### src/spts_pkg.sv
// Shared constants, mode codes and decode for the sync pin timing selector
package spts_pkg;

   // Clock and internal oscillator rates
   localparam int unsigned CLK_HZ = 200_000_000;
   localparam int unsigned OSC_HZ = 32768;
   // Oscillator period in reference clocks, rounded down
   localparam int unsigned OSC_DIV = CLK_HZ / OSC_HZ;

   // Pin-function field
   localparam int CODE_W = 4;
   localparam logic [3:0] CODE_INTERNAL = 4'h0;
   localparam logic [3:0] CODE_EXT_CLK_MUX = 4'h1;
   localparam logic [3:0] CODE_SLV_SAMPLE = 4'h2;
   localparam logic [3:0] CODE_SLV_SAMPLE_EXT = 4'h3;
   localparam logic [3:0] CODE_MST_SAMPLE = 4'h4;
   localparam logic [3:0] CODE_MST_SAMPLE_EXT = 4'h5;
   localparam logic [3:0] CODE_SLV_EXPO = 4'h6;
   localparam logic [3:0] CODE_MST_EXPO = 4'h7;
   localparam logic [3:0] CODE_MST_EXPO_EXT = 4'h8;
   localparam logic [3:0] CODE_HW_RESYNC = 4'h9;

   typedef enum logic [3:0] {
      MODE_INTERNAL,
      MODE_EXT_CLK_MUX,
      MODE_SLV_SAMPLE,
      MODE_SLV_SAMPLE_EXT,
      MODE_MST_SAMPLE,
      MODE_MST_SAMPLE_EXT,
      MODE_SLV_EXPO,
      MODE_MST_EXPO,
      MODE_MST_EXPO_EXT,
      MODE_HW_RESYNC
   } spts_mode_e;

   // Reserved codes fall back to the power-on behaviour
   function automatic spts_mode_e spts_decode(input logic [3:0] code);
      spts_mode_e m;
      m = MODE_INTERNAL;
      case (code)
         CODE_INTERNAL: m = MODE_INTERNAL;
         CODE_EXT_CLK_MUX: m = MODE_EXT_CLK_MUX;
         CODE_SLV_SAMPLE: m = MODE_SLV_SAMPLE;
         CODE_SLV_SAMPLE_EXT: m = MODE_SLV_SAMPLE_EXT;
         CODE_MST_SAMPLE: m = MODE_MST_SAMPLE;
         CODE_MST_SAMPLE_EXT: m = MODE_MST_SAMPLE_EXT;
         CODE_SLV_EXPO: m = MODE_SLV_EXPO;
         CODE_MST_EXPO: m = MODE_MST_EXPO;
         CODE_MST_EXPO_EXT: m = MODE_MST_EXPO_EXT;
         CODE_HW_RESYNC: m = MODE_HW_RESYNC;
         default: m = MODE_INTERNAL;
      endcase
      return m;
   endfunction

endpackage

### src/spts_edge_if.sv
// Pin levels and their edge pulses shared between top and edge detector
`timescale 1ns/1ps
interface spts_edge_if;
   logic pin_one;
   logic pin_two;
   logic one_rise;
   logic one_fall;
   logic two_rise;

   modport det
   (
      input pin_one,
      input pin_two,
      output one_rise,
      output one_fall,
      output two_rise
   );

   modport user
   (
      output pin_one,
      output pin_two,
      input one_rise,
      input one_fall,
      input two_rise
   );
endinterface

### src/spts_edge_det.sv
// Registered edge detector for both sync pins
`timescale 1ns/1ps
module spts_edge_det
(
   // Clock and reset
   input wire logic ref_clk,
   input wire logic rst_b,
   // Pins in, edges out
   spts_edge_if.det edge_io
);

   typedef struct packed {
      logic primed;
      logic one_prev;
      logic two_prev;
      logic one_rise;
      logic one_fall;
      logic two_rise;
   } spts_edge_s;

   spts_edge_s st_q;
   spts_edge_s st_d;

   // No edge on the first sample after reset, so a pin idling high is no rise
   always_comb
   begin
      st_d = st_q;
      st_d.primed = 1'b1;
      st_d.one_prev = edge_io.pin_one;
      st_d.two_prev = edge_io.pin_two;
      st_d.one_rise = st_q.primed & edge_io.pin_one & ~st_q.one_prev;
      st_d.one_fall = st_q.primed & ~edge_io.pin_one & st_q.one_prev;
      st_d.two_rise = st_q.primed & edge_io.pin_two & ~st_q.two_prev;
   end

   always_ff @(posedge ref_clk or negedge rst_b)
   begin
      if (!rst_b)
         st_q <= '0;
      else
         st_q <= st_d;
   end

   assign edge_io.one_rise = st_q.one_rise;
   assign edge_io.one_fall = st_q.one_fall;
   assign edge_io.two_rise = st_q.two_rise;

endmodule // spts_edge_det

### src/spts_sync_pin_timing_select.sv
// Sync pin role selection and sample / exposure timing source
`timescale 1ns/1ps
module spts_sync_pin_timing_select
#(
   parameter int unsigned OSC_DIV = spts_pkg::OSC_DIV
)
(
   // Clock and reset
   input wire logic ref_clk,
   input wire logic rst_b,
   // Configuration
   input wire logic [3:0] pin_function_code,
   input wire logic software_resync_write,
   input wire logic mux_seq_enable,
   // Sequencer status and requests
   input wire logic local_sample_req,
   input wire logic sample_active,
   input wire logic exposure_active,
   input wire logic exposure_led_456,
   // Sync pin one
   input wire logic sync_pin_one_in,
   output logic sync_pin_one_out,
   output logic sync_pin_one_oe,
   // Sync pin two
   input wire logic sync_pin_two_in,
   output logic sync_pin_two_out,
   output logic sync_pin_two_oe,
   // Timing toward the sequencer
   output logic sample_start,
   output logic sample_abort,
   output logic exposure_tick,
   output logic software_resync_bit
);

   localparam int DIV_W = (OSC_DIV > 1) ? $clog2(OSC_DIV) : 1;

   typedef struct packed {
      logic [DIV_W-1:0] div_cnt;
      logic osc_tick;
      logic hold;
      logic pin1_out;
      logic pin1_oe;
      logic pin2_out;
      logic pin2_oe;
      logic start;
      logic abort;
      logic tick;
      logic resync_bit;
   } spts_state_s;

   spts_state_s st_q;
   spts_state_s st_d;
   spts_pkg::spts_mode_e mode;
   logic ext_clk;
   logic pin2_mux;

   spts_edge_if e_if ();

   assign e_if.pin_one = sync_pin_one_in;
   assign e_if.pin_two = sync_pin_two_in;

   spts_edge_det u_edge
   (
      .ref_clk (ref_clk),
      .rst_b (rst_b),
      .edge_io (e_if.det)
   );

   assign mode = spts_pkg::spts_decode(pin_function_code);

   always_comb
   begin
      st_d = st_q;
      ext_clk = 1'b0;
      pin2_mux = 1'b0;
      // Internal 32768 Hz oscillator as a one-cycle enable
      if (st_q.div_cnt == DIV_W'(OSC_DIV - 1))
      begin
         st_d.div_cnt = '0;
         st_d.osc_tick = 1'b1;
      end
      else
      begin
         st_d.div_cnt = st_q.div_cnt + 1'b1;
         st_d.osc_tick = 1'b0;
      end
      st_d.pin1_out = 1'b0;
      st_d.pin1_oe = 1'b0;
      st_d.start = local_sample_req;
      st_d.abort = 1'b0;
      unique case (mode)
         spts_pkg::MODE_INTERNAL, spts_pkg::MODE_EXT_CLK_MUX:
         begin
            // Mux control only while a mux state is in the sequence
            st_d.pin1_oe = mux_seq_enable;
            st_d.pin1_out = ~exposure_led_456;
            ext_clk = (mode == spts_pkg::MODE_EXT_CLK_MUX);
         end
         spts_pkg::MODE_SLV_SAMPLE:
         begin
            st_d.start = e_if.one_rise;
            pin2_mux = 1'b1;
         end
         spts_pkg::MODE_SLV_SAMPLE_EXT:
         begin
            st_d.start = e_if.one_rise;
            ext_clk = 1'b1;
         end
         spts_pkg::MODE_MST_SAMPLE, spts_pkg::MODE_MST_SAMPLE_EXT:
         begin
            st_d.pin1_oe = 1'b1;
            st_d.pin1_out = sample_active;
            pin2_mux = (mode == spts_pkg::MODE_MST_SAMPLE);
            ext_clk = (mode == spts_pkg::MODE_MST_SAMPLE_EXT);
         end
         spts_pkg::MODE_SLV_EXPO:
         begin
            st_d.start = e_if.one_rise;
            pin2_mux = 1'b1;
         end
         spts_pkg::MODE_MST_EXPO, spts_pkg::MODE_MST_EXPO_EXT:
         begin
            st_d.pin1_oe = 1'b1;
            st_d.pin1_out = exposure_active;
            pin2_mux = (mode == spts_pkg::MODE_MST_EXPO);
            ext_clk = (mode == spts_pkg::MODE_MST_EXPO_EXT);
         end
         spts_pkg::MODE_HW_RESYNC:
         begin
            ext_clk = 1'b1;
            // Held samples restart only on a pin two rising edge or a software resync
            st_d.start = st_q.hold ? e_if.two_rise : local_sample_req;
         end
      endcase
      // Exposure timebase source; pin two stays an input when not mux control
      if (mode == spts_pkg::MODE_SLV_EXPO)
         st_d.tick = e_if.one_rise;
      else if (ext_clk)
         st_d.tick = e_if.two_rise;
      else
         st_d.tick = st_q.osc_tick;
      st_d.pin2_oe = pin2_mux & mux_seq_enable;
      st_d.pin2_out = pin2_mux & ~exposure_led_456;
      if (mode != spts_pkg::MODE_HW_RESYNC || e_if.two_rise)
         st_d.hold = 1'b0;
      // Software resync overrides any pending start or hold
      if (software_resync_write)
      begin
         st_d.abort = 1'b1;
         st_d.start = 1'b1;
         st_d.hold = 1'b0;
      end
      // A falling edge wins over a same-cycle restart or software resync
      if (mode == spts_pkg::MODE_HW_RESYNC && e_if.one_fall)
      begin
         st_d.hold = 1'b1;
         st_d.abort = 1'b1;
         st_d.start = 1'b0;
      end
      st_d.resync_bit = software_resync_write;
   end

   always_ff @(posedge ref_clk or negedge rst_b)
   begin
      if (!rst_b)
         st_q <= '0;
      else
         st_q <= st_d;
   end

   assign sync_pin_one_out = st_q.pin1_out;
   assign sync_pin_one_oe = st_q.pin1_oe;
   assign sync_pin_two_out = st_q.pin2_out;
   assign sync_pin_two_oe = st_q.pin2_oe;
   assign sample_start = st_q.start;
   assign sample_abort = st_q.abort;
   assign exposure_tick = st_q.tick;
   assign software_resync_bit = st_q.resync_bit;
endmodule // spts_sync_pin_timing_select

### config.mk
export PLATFORM = sky130hd
export DESIGN_NAME = spts_sync_pin_timing_select
export DESIGN_NICKNAME = d
export VERILOG_FILES = /design/src/spts_pkg.sv /design/src/spts_edge_if.sv /design/src/spts_edge_det.sv /design/src/spts_sync_pin_timing_select.sv
export SDC_FILE = /design/constraint.sdc
export NUM_CORES = 1
export LEC_CHECK = 0
export BUFFER_PORTS_ARGS = -buffer_cell sky130_fd_sc_hd__buf_2
export CAP_MARGIN = 20
export CORE_UTILIZATION = 59
export CTS_CLUSTER_DIAMETER = 60
export CTS_CLUSTER_SIZE = 40
export DETAILED_ROUTE_END_ITERATION = 12
export GPL_ROUTABILITY_DRIVEN = 0
export HOLD_SLACK_MARGIN = 0.06
export PLACE_DENSITY = 0.83
export SYNTH_ARGS = -nofsm -noshare
export SYNTH_HDL_FRONTEND = slang
export SYNTH_SLANG_ARGS = --single-unit
### constraint.sdc
create_clock -name ref_clk -period 2.79 [get_ports ref_clk]
set_input_delay 0.1395 -clock ref_clk [delete_from_list [all_inputs] [get_ports ref_clk]]
set_output_delay 0.1395 -clock ref_clk [all_outputs]
set_load 0.005 [all_outputs]
==> impl_results.md, run 1 <==
- First-pass GRT wire length: approximately 4000 um
- Row count: 16
- DIE WIDTH: 49.9 um
- Clock Latency Late Sink: about 0.32 ns
- Routed vias/inst: around 5.5
- Leak: roughly 0.75 nW
- Worst Skew: approximately 0.005 ns
- GRT Total Usage: 0.225
- Clock Tree Buf Depth: 2
- DR pass1 iterations: 4
- Clock transition at path regs: roughly 0.080 ns
- Initial drt markers: 20
- Placed cell areas: approximately 1500 um^2
- Critical Path Source Type: flip-flop
- Setup repair bufs after CTS: 0
- Syn Std Cell Area: between 1000 and 1500 um^2
- Status: complete, no violations
- Arrival @ worst endpoint: 1.66 ns
- Crit. End Element: flip-flop
- Post-cts resize count: 0
- Min-delay worst type: input pin to flip-flop
- Max FO, Critical Path: 9
- Setup Slack @ Placement: roughly 1.3 ns
- Comb pwr share: 0.090
- Pint: 0.579 mW
- Rel. slew slack: 0.599
- Worst EP required: roughly 3 ns
- Grt ovf: 0
- CTS tree: yes
- IO Count: 22
- Number of antenna diodes: 0
- Number of flip-flops under the largest register name: 15
- Fin. Hold Viols: 0
- Antenna Nets Post-Route: 0
- Fraction of the mapped netlist area in simple logic gates: 0.236
- Biggest register: st_q
- Unique masters post-synth: 37
- Hpwl dp: around 1600 um
- Core Area: ~2100 um^2
- # setup viols final: 0
- Main synth FF type: dfrtp_1
- Synthesized-area fraction occupied by adder cells: 0.0259
- Finished Cell Area: 1580 um^2
- Tmin final: 1.47 ns
- Max-slew violation count: 0
- Worst-margin pin slew: around 0.6 ns
- EDFF count, synth: 0
- Synth Register Bits: 29
- Final Util: 0.765
- Initial antenna violation count: 0
- Net Sw Power: ~0.17 mW
- Fmax: between 600 and 700 MHz
- Clock Power Share: 0.327
- Synth warn: 0
- WL final: about 2400 um
- Final #Nets: 179
- Starting density of the core: 0.657
- DR WL/cell: around 12 um
- Syn Area/Cell: between 10 and 15 um^2
- Layout overhead on the synthesized area: 16.5%
- Final std cells w/o fill: 190
- Fin worst setup slack: between 1 and 1.5 ns
- Root buffer cell: clkbuf_4
- RSZ-0062 raised after global routing: no
- Power per cell area: approximately 470 nW/um^2
- # port buffers: 21
- DIE HEIGHT: around 50 um
- Sequential-to-total area share from yosys stat: 0.536
- CTS hold repair buffers: 5
- Clk sinks: 29
- Synth Instances: 135
- Setup TNS: 0 ns
- Layout cells sized above 1: 0.209
- Part of the power in registers: 0.583
- Detailed-route via count: roughly 1000
- Area of the die: between 2000 and 2500 um^2
- Maximum number of pins on one net before global-route repair: 30
- Maximum vdd ir drop: 0.347 mV
- Synth Area in Compound Gates: 0.112
- H-tree Lvls: 2
- Syn Nets: 151
- Final worst path period share: 0.528
- Inst Count DP: 178
- Fraction of synthesized cell area in xor and xnor cells: 0.0518
- DRC: 0
- Main combinational cell family by area after synthesis: simple AND/OR/NAND/NOR gates
- Kind of critical path: flip-flop to flip-flop
- Mux contribution to synthesized area: 0.00739
- Switch share: 0.224
- Ys async rst share: 1.00
- Total CTS buffers: 5
- Max_cap viols: 0
- Largest regs: st_q x15, u_edge.st_q x3
- Vias in the first global route: 998
==> worst max-delay path: stages, from the launching register on <==
cell and delay, ns:
dfrtp_1 0.43, and4bb_2 0.33, nand4b_1 0.16, nor2_2 0.34, nor2_1 0.09
==> area by class of cell <==
cell class | count | area (um^2)
flip-flops and latches | 29 | 726
multi-input cells | 96 | 589
fillers | 141 | 484
repair buffers | 26 | 155
clock buffers | 7 | 55.1
well taps | 27 | 33.8
inverters | 5 | 18.8
==> layer usage <==
metal	vias to the layer above	wire length, um	track usage
met4	0	42	0.100
met3	8	88	0.0556
met2	22	1150	0.378
li1	527	-	-
met1	486	1070	0.272
met5	-	0	0
==> power by group through the flow <==
stage	registers, mW	logic, mW	clock network, mW
after floorplan	0.445	0.0305	0
after global placement	0.444	0.0598	0
after detailed placement	0.444	0.0617	0
after CTS	0.436	0.0677	0.253
after global routing	0.437	0.0762	0.267
final	0.435	0.0673	0.244
==> cell families after synthesis <==
| kind of cell | count (synthesis) |
|---|---|
| other | 1 |
| flip-flops | 29 |
| adder cells (fa/ha/maj) | 3 |
| AND/OR/NAND/NOR | 58 |
| XOR/XNOR | 8 |
| AO/OA/AOI/OAI | 25 |
| multiplexers | 1 |
| buffers and inverters | 10 |
==> metrics by stage <==
step	power (mW)	hold slack, ns
after floorplan	0.475	-0.156
after global placement	0.504	0.172
after detailed placement	0.506	0.185
after CTS	0.756	0.0828
after global routing	0.780	0.105
final	0.747	0.0902
==> path summary, 6_finish.rpt <==
| path | startpoint | end | slack (ns) | cells after the start |
|---|---|---|---|---|
| worst max-delay path | st_q[13]$_DFF_PN0_ | st_q[13]$_DFF_PN0_ | 1.32 | 4 |
| worst min-delay path | exposure_active | sync_pin_one_out$_DFF_PN0_ | 0.09 | 3 |
| worst max register to register | st_q[13]$_DFF_PN0_ | st_q[13]$_DFF_PN0_ | 1.32 | 4 |
| worst min register to register | u_edge.st_q[3]$_DFF_PN0_ | u_edge.edge_io.two_rise$_DFF_PN0_ | 0.41 | 1 |
| max in group asynchronous | rst_b | st_q[8]$_DFFE_PN0P_ | 2.04 | 2 |
| min in group asynchronous | rst_b | st_q[20]$_DFF_PN0_ | 0.36 | 2 |
==> synth_stat cells (all sizes together) (2+ instances only) <==
cell	instances	area, um^2
a31oi	3	18.8
nor3	2	10.0
and3	3	21.3
nor2b	2	12.5
clkbuf	3	11.3
o221ai	2	17.5
o211ai	3	22.5
nand3	9	50.1
a21oi	9	45.0
inv	5	18.8
ha	2	25.0
xor2	6	52.6
nor3b	2	15.0
nor2	20	77.6
nand4	2	12.5
buf	2	8.75
nand2b	2	12.5
o21ai	6	30.0
nand4b	2	17.5
nand2	9	41.3
dfrtp	29	726
xnor2	2	17.5
==> layout by cell type (no fill, tap or decap), types with 2 or more instances in the layout <==
cell type	Yosys	layout
a21oi_1	9	9
a31oi_1	3	3
and3_2	2	2
buf_2	1	21
clkbuf_4	0	5
dfrtp_1	29	29
dlygate4sd3_1	0	5
ha_1	2	2
inv_1	5	5
nand2_1	8	8
nand2b_1	2	2
nand3_1	8	8
nand4_1	2	2
nand4b_1	2	2
nor2_1	19	19
nor2b_1	2	2
nor3_1	2	2
nor3b_1	2	2
o211ai_1	3	3
o21ai_0	6	6
o221ai_1	2	2
xnor2_1	2	2
xor2_1	6	6
No activity file was read; power rests on OpenSTA's default activity.
==> run 2, diff against run 1 <==
--- a/config.mk
+++ b/config.mk
@@ -7,13 +7,13 @@
 export LEC_CHECK = 0
 export BUFFER_PORTS_ARGS = -buffer_cell sky130_fd_sc_hd__buf_2
 export CAP_MARGIN = 20
-export CORE_UTILIZATION = 59
+export CORE_UTILIZATION = 49
 export CTS_CLUSTER_DIAMETER = 60
 export CTS_CLUSTER_SIZE = 40
 export DETAILED_ROUTE_END_ITERATION = 12
 export GPL_ROUTABILITY_DRIVEN = 0
 export HOLD_SLACK_MARGIN = 0.06
-export PLACE_DENSITY = 0.83
+export PLACE_DENSITY = 0.74
 export SYNTH_ARGS = -nofsm -noshare
 export SYNTH_HDL_FRONTEND = slang
 export SYNTH_SLANG_ARGS = --single-unit
==> constraint.sdc (replaced) <==
create_clock -name ref_clk -period 1.3 [get_ports ref_clk]
set_input_delay 0.065 -clock ref_clk [delete_from_list [all_inputs] [get_ports ref_clk]]
set_output_delay 0.065 -clock ref_clk [all_outputs]
set_load 0.005 [all_outputs]
==> impl_results.md, run 2 (same netlist as run 1, synthesis figures left out) <==
- Crit. End Element: flip-flop (unchanged)
- Worst Skew: 0.00548 ns (was 0.00487 ns)
- Final worst path period share: 1.04 (was 0.528)
- WL final: 2800 um (was 2350 um)
- Kind of critical path: flip-flop to flip-flop (unchanged)
- Fin. Hold Viols: 0 (unchanged)
- DR pass1 iterations: 5 (was 4)
- Area of the die: 2980 um^2 (was 2490 um^2)
- Hpwl dp: 1960 um (was 1650 um)
- Clock Latency Late Sink: 0.33 ns (was 0.32 ns)
- CTS tree: yes (unchanged)
- # port buffers: 21 (unchanged)
- Most common cell after layout, fill and taps aside: dfrtp_1 (unchanged)
- GRT met1 Usage: 0.256 (was 0.272)
- Root buffer cell: clkbuf_4 (unchanged)
- Final Power: 1.60 mW (was 0.747 mW)
- Starting density of the core: 0.532 (was 0.657)
- Initial drt markers: 13 (was 20)
- Total CTS buffers: 5 (unchanged)
- Worst path bufs/invs: 0 (unchanged)
- Final #Nets: 202 (was 179)
- Largest regs: st_q x15, u_edge.st_q x3 (unchanged)
- Maximum number of pins on one net before global-route repair: 30 (unchanged)
- Detailed-route via count: 1145 (was 1043)
- Worst EP required: 1.56 ns (was 2.98 ns)
- Grt ovf: 0 (unchanged)
- IO Count: 22 (unchanged)
- DIE WIDTH: 54.6 um (was 49.9 um)
- Fmax: 739 MHz (was 679 MHz)
- Max FO, Critical Path: 3 (was 9)
- RSZ-0062 raised after global routing: yes (was no)
- Max-slew violation count: 0 (unchanged)
- Rel. slew slack: 0.576 (was 0.599)
- Layout cells sized above 1: 0.316 (was 0.209)
- Commonest cells after routing, fill and taps aside: 27 x dfrtp_1, 21 x buf_2, 18 x nor2_1, 18 x buf_4, 9 x a21oi_1 (was 29 x dfrtp_1, 21 x buf_2, 19 x nor2_1)
- Failing checks: negative setup slack
- Biggest register: st_q (unchanged)
- First-pass GRT wire length: 4460 um (was 4100 um)
- Maximum vdd ir drop: 0.798 mV (was 0.347 mV)
- Clock Tree Buf Depth: 2 (unchanged)
- Arrival @ worst endpoint: 1.62 ns (was 1.66 ns)
- Routed vias/inst: 5.28 (was 5.49)
- Leak: 0.866 nW (was 0.753 nW)
- Placed cell areas: 1610 um^2 (was 1470 um^2)
- Slowest CP cell: or4b_1 (was dfrtp_1)
- Power per cell area: 891 nW/um^2 (was 473 nW/um^2)
- H-tree Lvls: 2 (unchanged)
- Status: complete, but fails checks (was complete, no violations)
- DIE HEIGHT: 54.6 um (was 49.9 um)
- Antenna Nets Post-Route: 0 (unchanged)
- Setup Slack @ Placement: -0.00733 ns (was 1.31 ns)
- Initial antenna violation count: 0 (unchanged)
- Vias in the first global route: 1037 (was 998)
- Row count: 18 (was 16)
- Critical Path Source Type: flip-flop (unchanged)
- GR Layer Usage met2: 0.368 (was 0.378)
- Delay-heaviest family, CP: simple AND/OR/NAND/NOR gates (unchanged)
- Core Area: 2540 um^2 (was 2060 um^2)
- Finished Cell Area: 1790 um^2 (was 1580 um^2)
- Layout overhead on the synthesized area: 32.5% (was 16.5%)
- Max_cap viols: 0 (unchanged)
- Number of antenna diodes: 0 (unchanged)
- GRT Total Usage: 0.222 (was 0.225)
- Final Util: 0.705 (was 0.765)
- Fin worst setup slack: -0.0535 ns (was 1.32 ns)
- Clk sinks: 29 (unchanged)
- CP Cell Sequence: and4_4 -> nand2_4 -> or4b_1 -> nand3_1 (was and4bb_2 -> nand4b_1 -> nor2_2 -> nor2_1)
- CP peak stage delay: 0.49 ns (was 0.43 ns)
- Number of flip-flops under the largest register name: 15 (unchanged)
- Inst Count DP: 196 (was 178)
- Clock transition at path regs: 0.09 ns (was 0.08 ns)
- Tmin final: 1.35 ns (was 1.47 ns)
- DR WL/cell: 12.9 um (was 12.4 um)
- Worst-margin pin slew: 0.636 ns (was 0.602 ns)
- GR peak layer: met2 (unchanged)
- GR Layer Usage met3: 0.0861 (was 0.0556)
- Min-delay worst type: input pin to flip-flop (unchanged)
- DRC: 0 (unchanged)
- # setup viols final: 6 (was 0)
- Final std cells w/o fill: 217 (was 190)
==> run 2: tightest hold or removal path, cell delays in order <==
cell and delay [ns]:
buf_2 0.08, a21oi_1 0.05, o221ai_1 0.16
==> run 2: repair_timing <==
action	in CTS	in global routing
buffers inserted	3	2
gates resized for setup	2	4
pin swaps	2	6
hold buffers	7	1
hold endpoints to repair	39	1
endpoints found under the setup margin	10	12
==> run 2: layout make-up <==
type / instances / area (um^2)
multi-input combinational: 96 / 616
fill: 195 / 751
tap: 30 / 37.5
inverter: 5 / 18.8
sequential: 29 / 728
clock inverter: 2 / 10.0
clock buffer: 6 / 41.3
timing repair buffer: 49 / 343
==> run 2: layer usage <==
metal	share of wire	wire (um)	vias up
li1	-	-	570
met1	0.42	1190	540
met2	0.52	1460	31
met3	0.045	127	4
met4	0.011	30	0
met5	0	0	-
==> run 2: worst paths after layout <==
kind,startpoint,to,slack (ns),cells past startpoint
worst min register to register,u_edge.st_q[3]$_DFF_PN0_,u_edge.edge_io.two_rise$_DFF_PN0_,0.39,1
worst max register to register,st_q[12]$_DFF_PN0_,st_q[22]$_DFF_PN0_,-0.05,4
worst max-delay path,st_q[12]$_DFF_PN0_,st_q[22]$_DFF_PN0_,-0.05,4
max in group asynchronous,rst_b,st_q[10]$_DFF_PN0_,0.56,2
worst min-delay path,sample_active,sync_pin_one_out$_DFF_PN0_,0.07,3
min in group asynchronous,rst_b,st_q[21]$_DFF_PN0_,0.28,2
==> run 2: per-stage QoR <==
stage / TNS [ns] / hold WS, ns
after CTS: -0.0262 / 0.0617
after global routing: -0.776 / 0.0770
after global placement: 0 / 0.115
final: -0.101 / 0.0728
after floorplan: -0.0119 / -0.231
after detailed placement: -0.0197 / 0.125
==> run 2: where the power goes <==
| group | internal [mW] | total (mW) | switching [mW] |
|---|---|---|---|
| sequential | 0.926 | 0.935 | 0.00882 |
| combinational | 0.0691 | 0.152 | 0.0826 |
| clock | 0.205 | 0.512 | 0.307 |
==> run 3, diff against run 2 <==
--- a/config.mk
+++ b/config.mk
@@ -13,6 +13,7 @@
 export DETAILED_ROUTE_END_ITERATION = 12
 export GPL_ROUTABILITY_DRIVEN = 0
 export HOLD_SLACK_MARGIN = 0.06
+export MAX_ROUTING_LAYER = met4
 export PLACE_DENSITY = 0.74
 export SYNTH_ARGS = -nofsm -noshare
 export SYNTH_HDL_FRONTEND = slang
==> impl_results.md, run 3 (same netlist as run 1, synthesis figures left out) <==
- # setup viols final: 6 (unchanged)
- Finished Cell Area: 1790 um^2 (unchanged)
- Core Area: 2540 um^2 (unchanged)
- Biggest register: st_q (unchanged)
- Final worst path period share: 1.04 (about the same)
- Status: complete, but fails checks (unchanged)
- Max-slew violation count: 0 (unchanged)
- Detailed-route via count: 1147 (was 1145)
- Maximum number of pins on one net before global-route repair: 30 (unchanged)
- Most common cell after layout, fill and taps aside: dfrtp_1 (unchanged)
- DR WL/cell: 12.9 um (about the same)
- Final #Nets: 202 (unchanged)
- Rel. slew slack: 0.576 (about the same)
- Area of the die: 2980 um^2 (unchanged)
- Leak: 0.866 nW (unchanged)
- Starting density of the core: 0.532 (unchanged)
- GRT Total Usage: 0.227 (was 0.222)
- Grt ovf: 0 (unchanged)
- Clock transition at path regs: 0.09 ns (about the same)
- IO Count: 22 (unchanged)
- # port buffers: 21 (unchanged)
- Max_cap viols: 0 (unchanged)
- Power per cell area: 890 nW/um^2 (was 891 nW/um^2)
- CP Cell Sequence: and4_4 -> nand2_4 -> or4b_1 -> nand3_1 (unchanged)
- Fmax: 738 MHz (was 739 MHz)
- Initial drt markers: 16 (was 13)
- Worst path bufs/invs: 0 (unchanged)
- Layout cells sized above 1: 0.316 (unchanged)
- Final Util: 0.705 (unchanged)
- Largest regs: st_q x15, u_edge.st_q x3 (unchanged)
- Clk sinks: 29 (unchanged)
- Initial antenna violation count: 0 (unchanged)
- Delay-heaviest family, CP: simple AND/OR/NAND/NOR gates (unchanged)
- Slowest CP cell: or4b_1 (unchanged)
- Hpwl dp: 1960 um (unchanged)
- Critical Path Source Type: flip-flop (unchanged)
- Routed vias/inst: 5.29 (was 5.28)
- Root buffer cell: clkbuf_4 (unchanged)
- Fin worst setup slack: -0.0548 ns (was -0.0535 ns)
- DIE WIDTH: 54.6 um (unchanged)
- Crit. End Element: flip-flop (unchanged)
- Maximum vdd ir drop: 0.798 mV (about the same)
- Kind of critical path: flip-flop to flip-flop (unchanged)
- Worst-margin pin slew: 0.636 ns (about the same)
- CP peak stage delay: 0.49 ns (about the same)
- H-tree Lvls: 2 (unchanged)
- WL final: 2800 um (about the same)
- Clock Tree Buf Depth: 2 (unchanged)
- Antenna Nets Post-Route: 0 (unchanged)
- Vias in the first global route: 1038 (was 1037)
- Min-delay worst type: input pin to flip-flop (unchanged)
- Number of flip-flops under the largest register name: 15 (unchanged)
- RSZ-0062 raised after global routing: yes (unchanged)
- First-pass GRT wire length: 4450 um (was 4460 um)
- Worst EP required: 1.56 ns (about the same)
- Clock Latency Late Sink: 0.33 ns (about the same)
- Number of antenna diodes: 0 (unchanged)
- Max FO, Critical Path: 3 (unchanged)
- Tmin final: 1.35 ns (about the same)
- DR pass1 iterations: 5 (unchanged)
- Number of fill cells in the layout: 195 (unchanged)
- CTS tree: yes (unchanged)
- Arrival @ worst endpoint: 1.62 ns (about the same)
- Placed cell areas: 1610 um^2 (unchanged)
- Commonest cells after routing, fill and taps aside: 27 x dfrtp_1, 21 x buf_2, 18 x nor2_1, 18 x buf_4, 9 x a21oi_1 (unchanged)
- Total CTS buffers: 5 (unchanged)
- Fin. Hold Viols: 0 (unchanged)
- Layout overhead on the synthesized area: 32.5% (unchanged)
- Row count: 18 (unchanged)
- Worst Skew: 0.00654 ns (was 0.00548 ns)
- DRC: 0 (unchanged)
- DIE HEIGHT: 54.6 um (unchanged)
- Failing checks: negative setup slack (unchanged)
## run 3: cell counts in the layout (fill, tap and decap cells not counted)
No cell type changed its count.
## run 3: final cells by class
class,instances,area [um^2],share of cell area
inverter,5,18.8,0.0105
sequential,29,728,0.406
multi-input combinational,96,616,0.343
tap,30,37.5,0.0209
timing repair buffer,49,343,0.191
clock buffer,6,41.3,0.0230
clock inverter,2,10.0,0.00558
## run 3: worst min-delay path, stage by stage
cell and delay [ns]:
buf_2 0.08, a21oi_1 0.05, o221ai_1 0.16
## run 3: metrics by stage
step / std cells / power [mW] / worst slack [ns] / hold slack (ns) / setup TNS, ns
2_1_floorplan: 135 / 1.02 / -0.0119 / -0.231 / -0.0119
3_3_place_gp: 196 / 1.08 / 0.0117 / 0.115 / 0
3_5_place_dp: 196 / 1.09 / -0.00733 / 0.125 / -0.0197
4_1_cts: 214 / 1.61 / -0.0171 / 0.0617 / -0.0262
5_1_grt: 217 / 1.68 / -0.0928 / 0.0770 / -0.776
6_report: 217 / 1.60 / -0.0548 / 0.0740 / -0.103
## run 3: worst paths after layout
kind | slack, ns | to | from | depth (start not counted)
setup / recovery | -0.05 | st_q[22]$_DFF_PN0_ | st_q[12]$_DFF_PN0_ | 4
hold / removal | 0.07 | sync_pin_one_out$_DFF_PN0_ | sample_active | 3
setup reg to reg | -0.05 | st_q[22]$_DFF_PN0_ | st_q[12]$_DFF_PN0_ | 4
hold reg to reg | 0.39 | u_edge.edge_io.two_rise$_DFF_PN0_ | u_edge.st_q[3]$_DFF_PN0_ | 1
max in group asynchronous | 0.56 | st_q[10]$_DFF_PN0_ | rst_b | 2
min in group asynchronous | 0.28 | st_q[21]$_DFF_PN0_ | rst_b | 2
## run 3: power by group
| part | internal (mW) | switching (mW) |
|---|---|---|
| combinational | 0.0691 | 0.0829 |
| clock | 0.205 | 0.305 |
| sequential | 0.926 | 0.00883 |
## run 3: metal layers
layer  global-route usage  vias up  part of all wire
met5                    -        -                 0
met4               0.0855        0             0.011
met3               0.0861        4             0.047
met2                0.368       33              0.52
met1                0.254      538              0.43
li1                     -      572                 -
## run 3: repair_timing
item | CTS | global route
pin swaps | 2 | 6
endpoints found under the setup margin | 10 | 12
buffers inserted | 3 | 2
hold buffers | 7 | 1
resized for setup | 2 | 4
endpoints found under the hold margin | 39 | 1
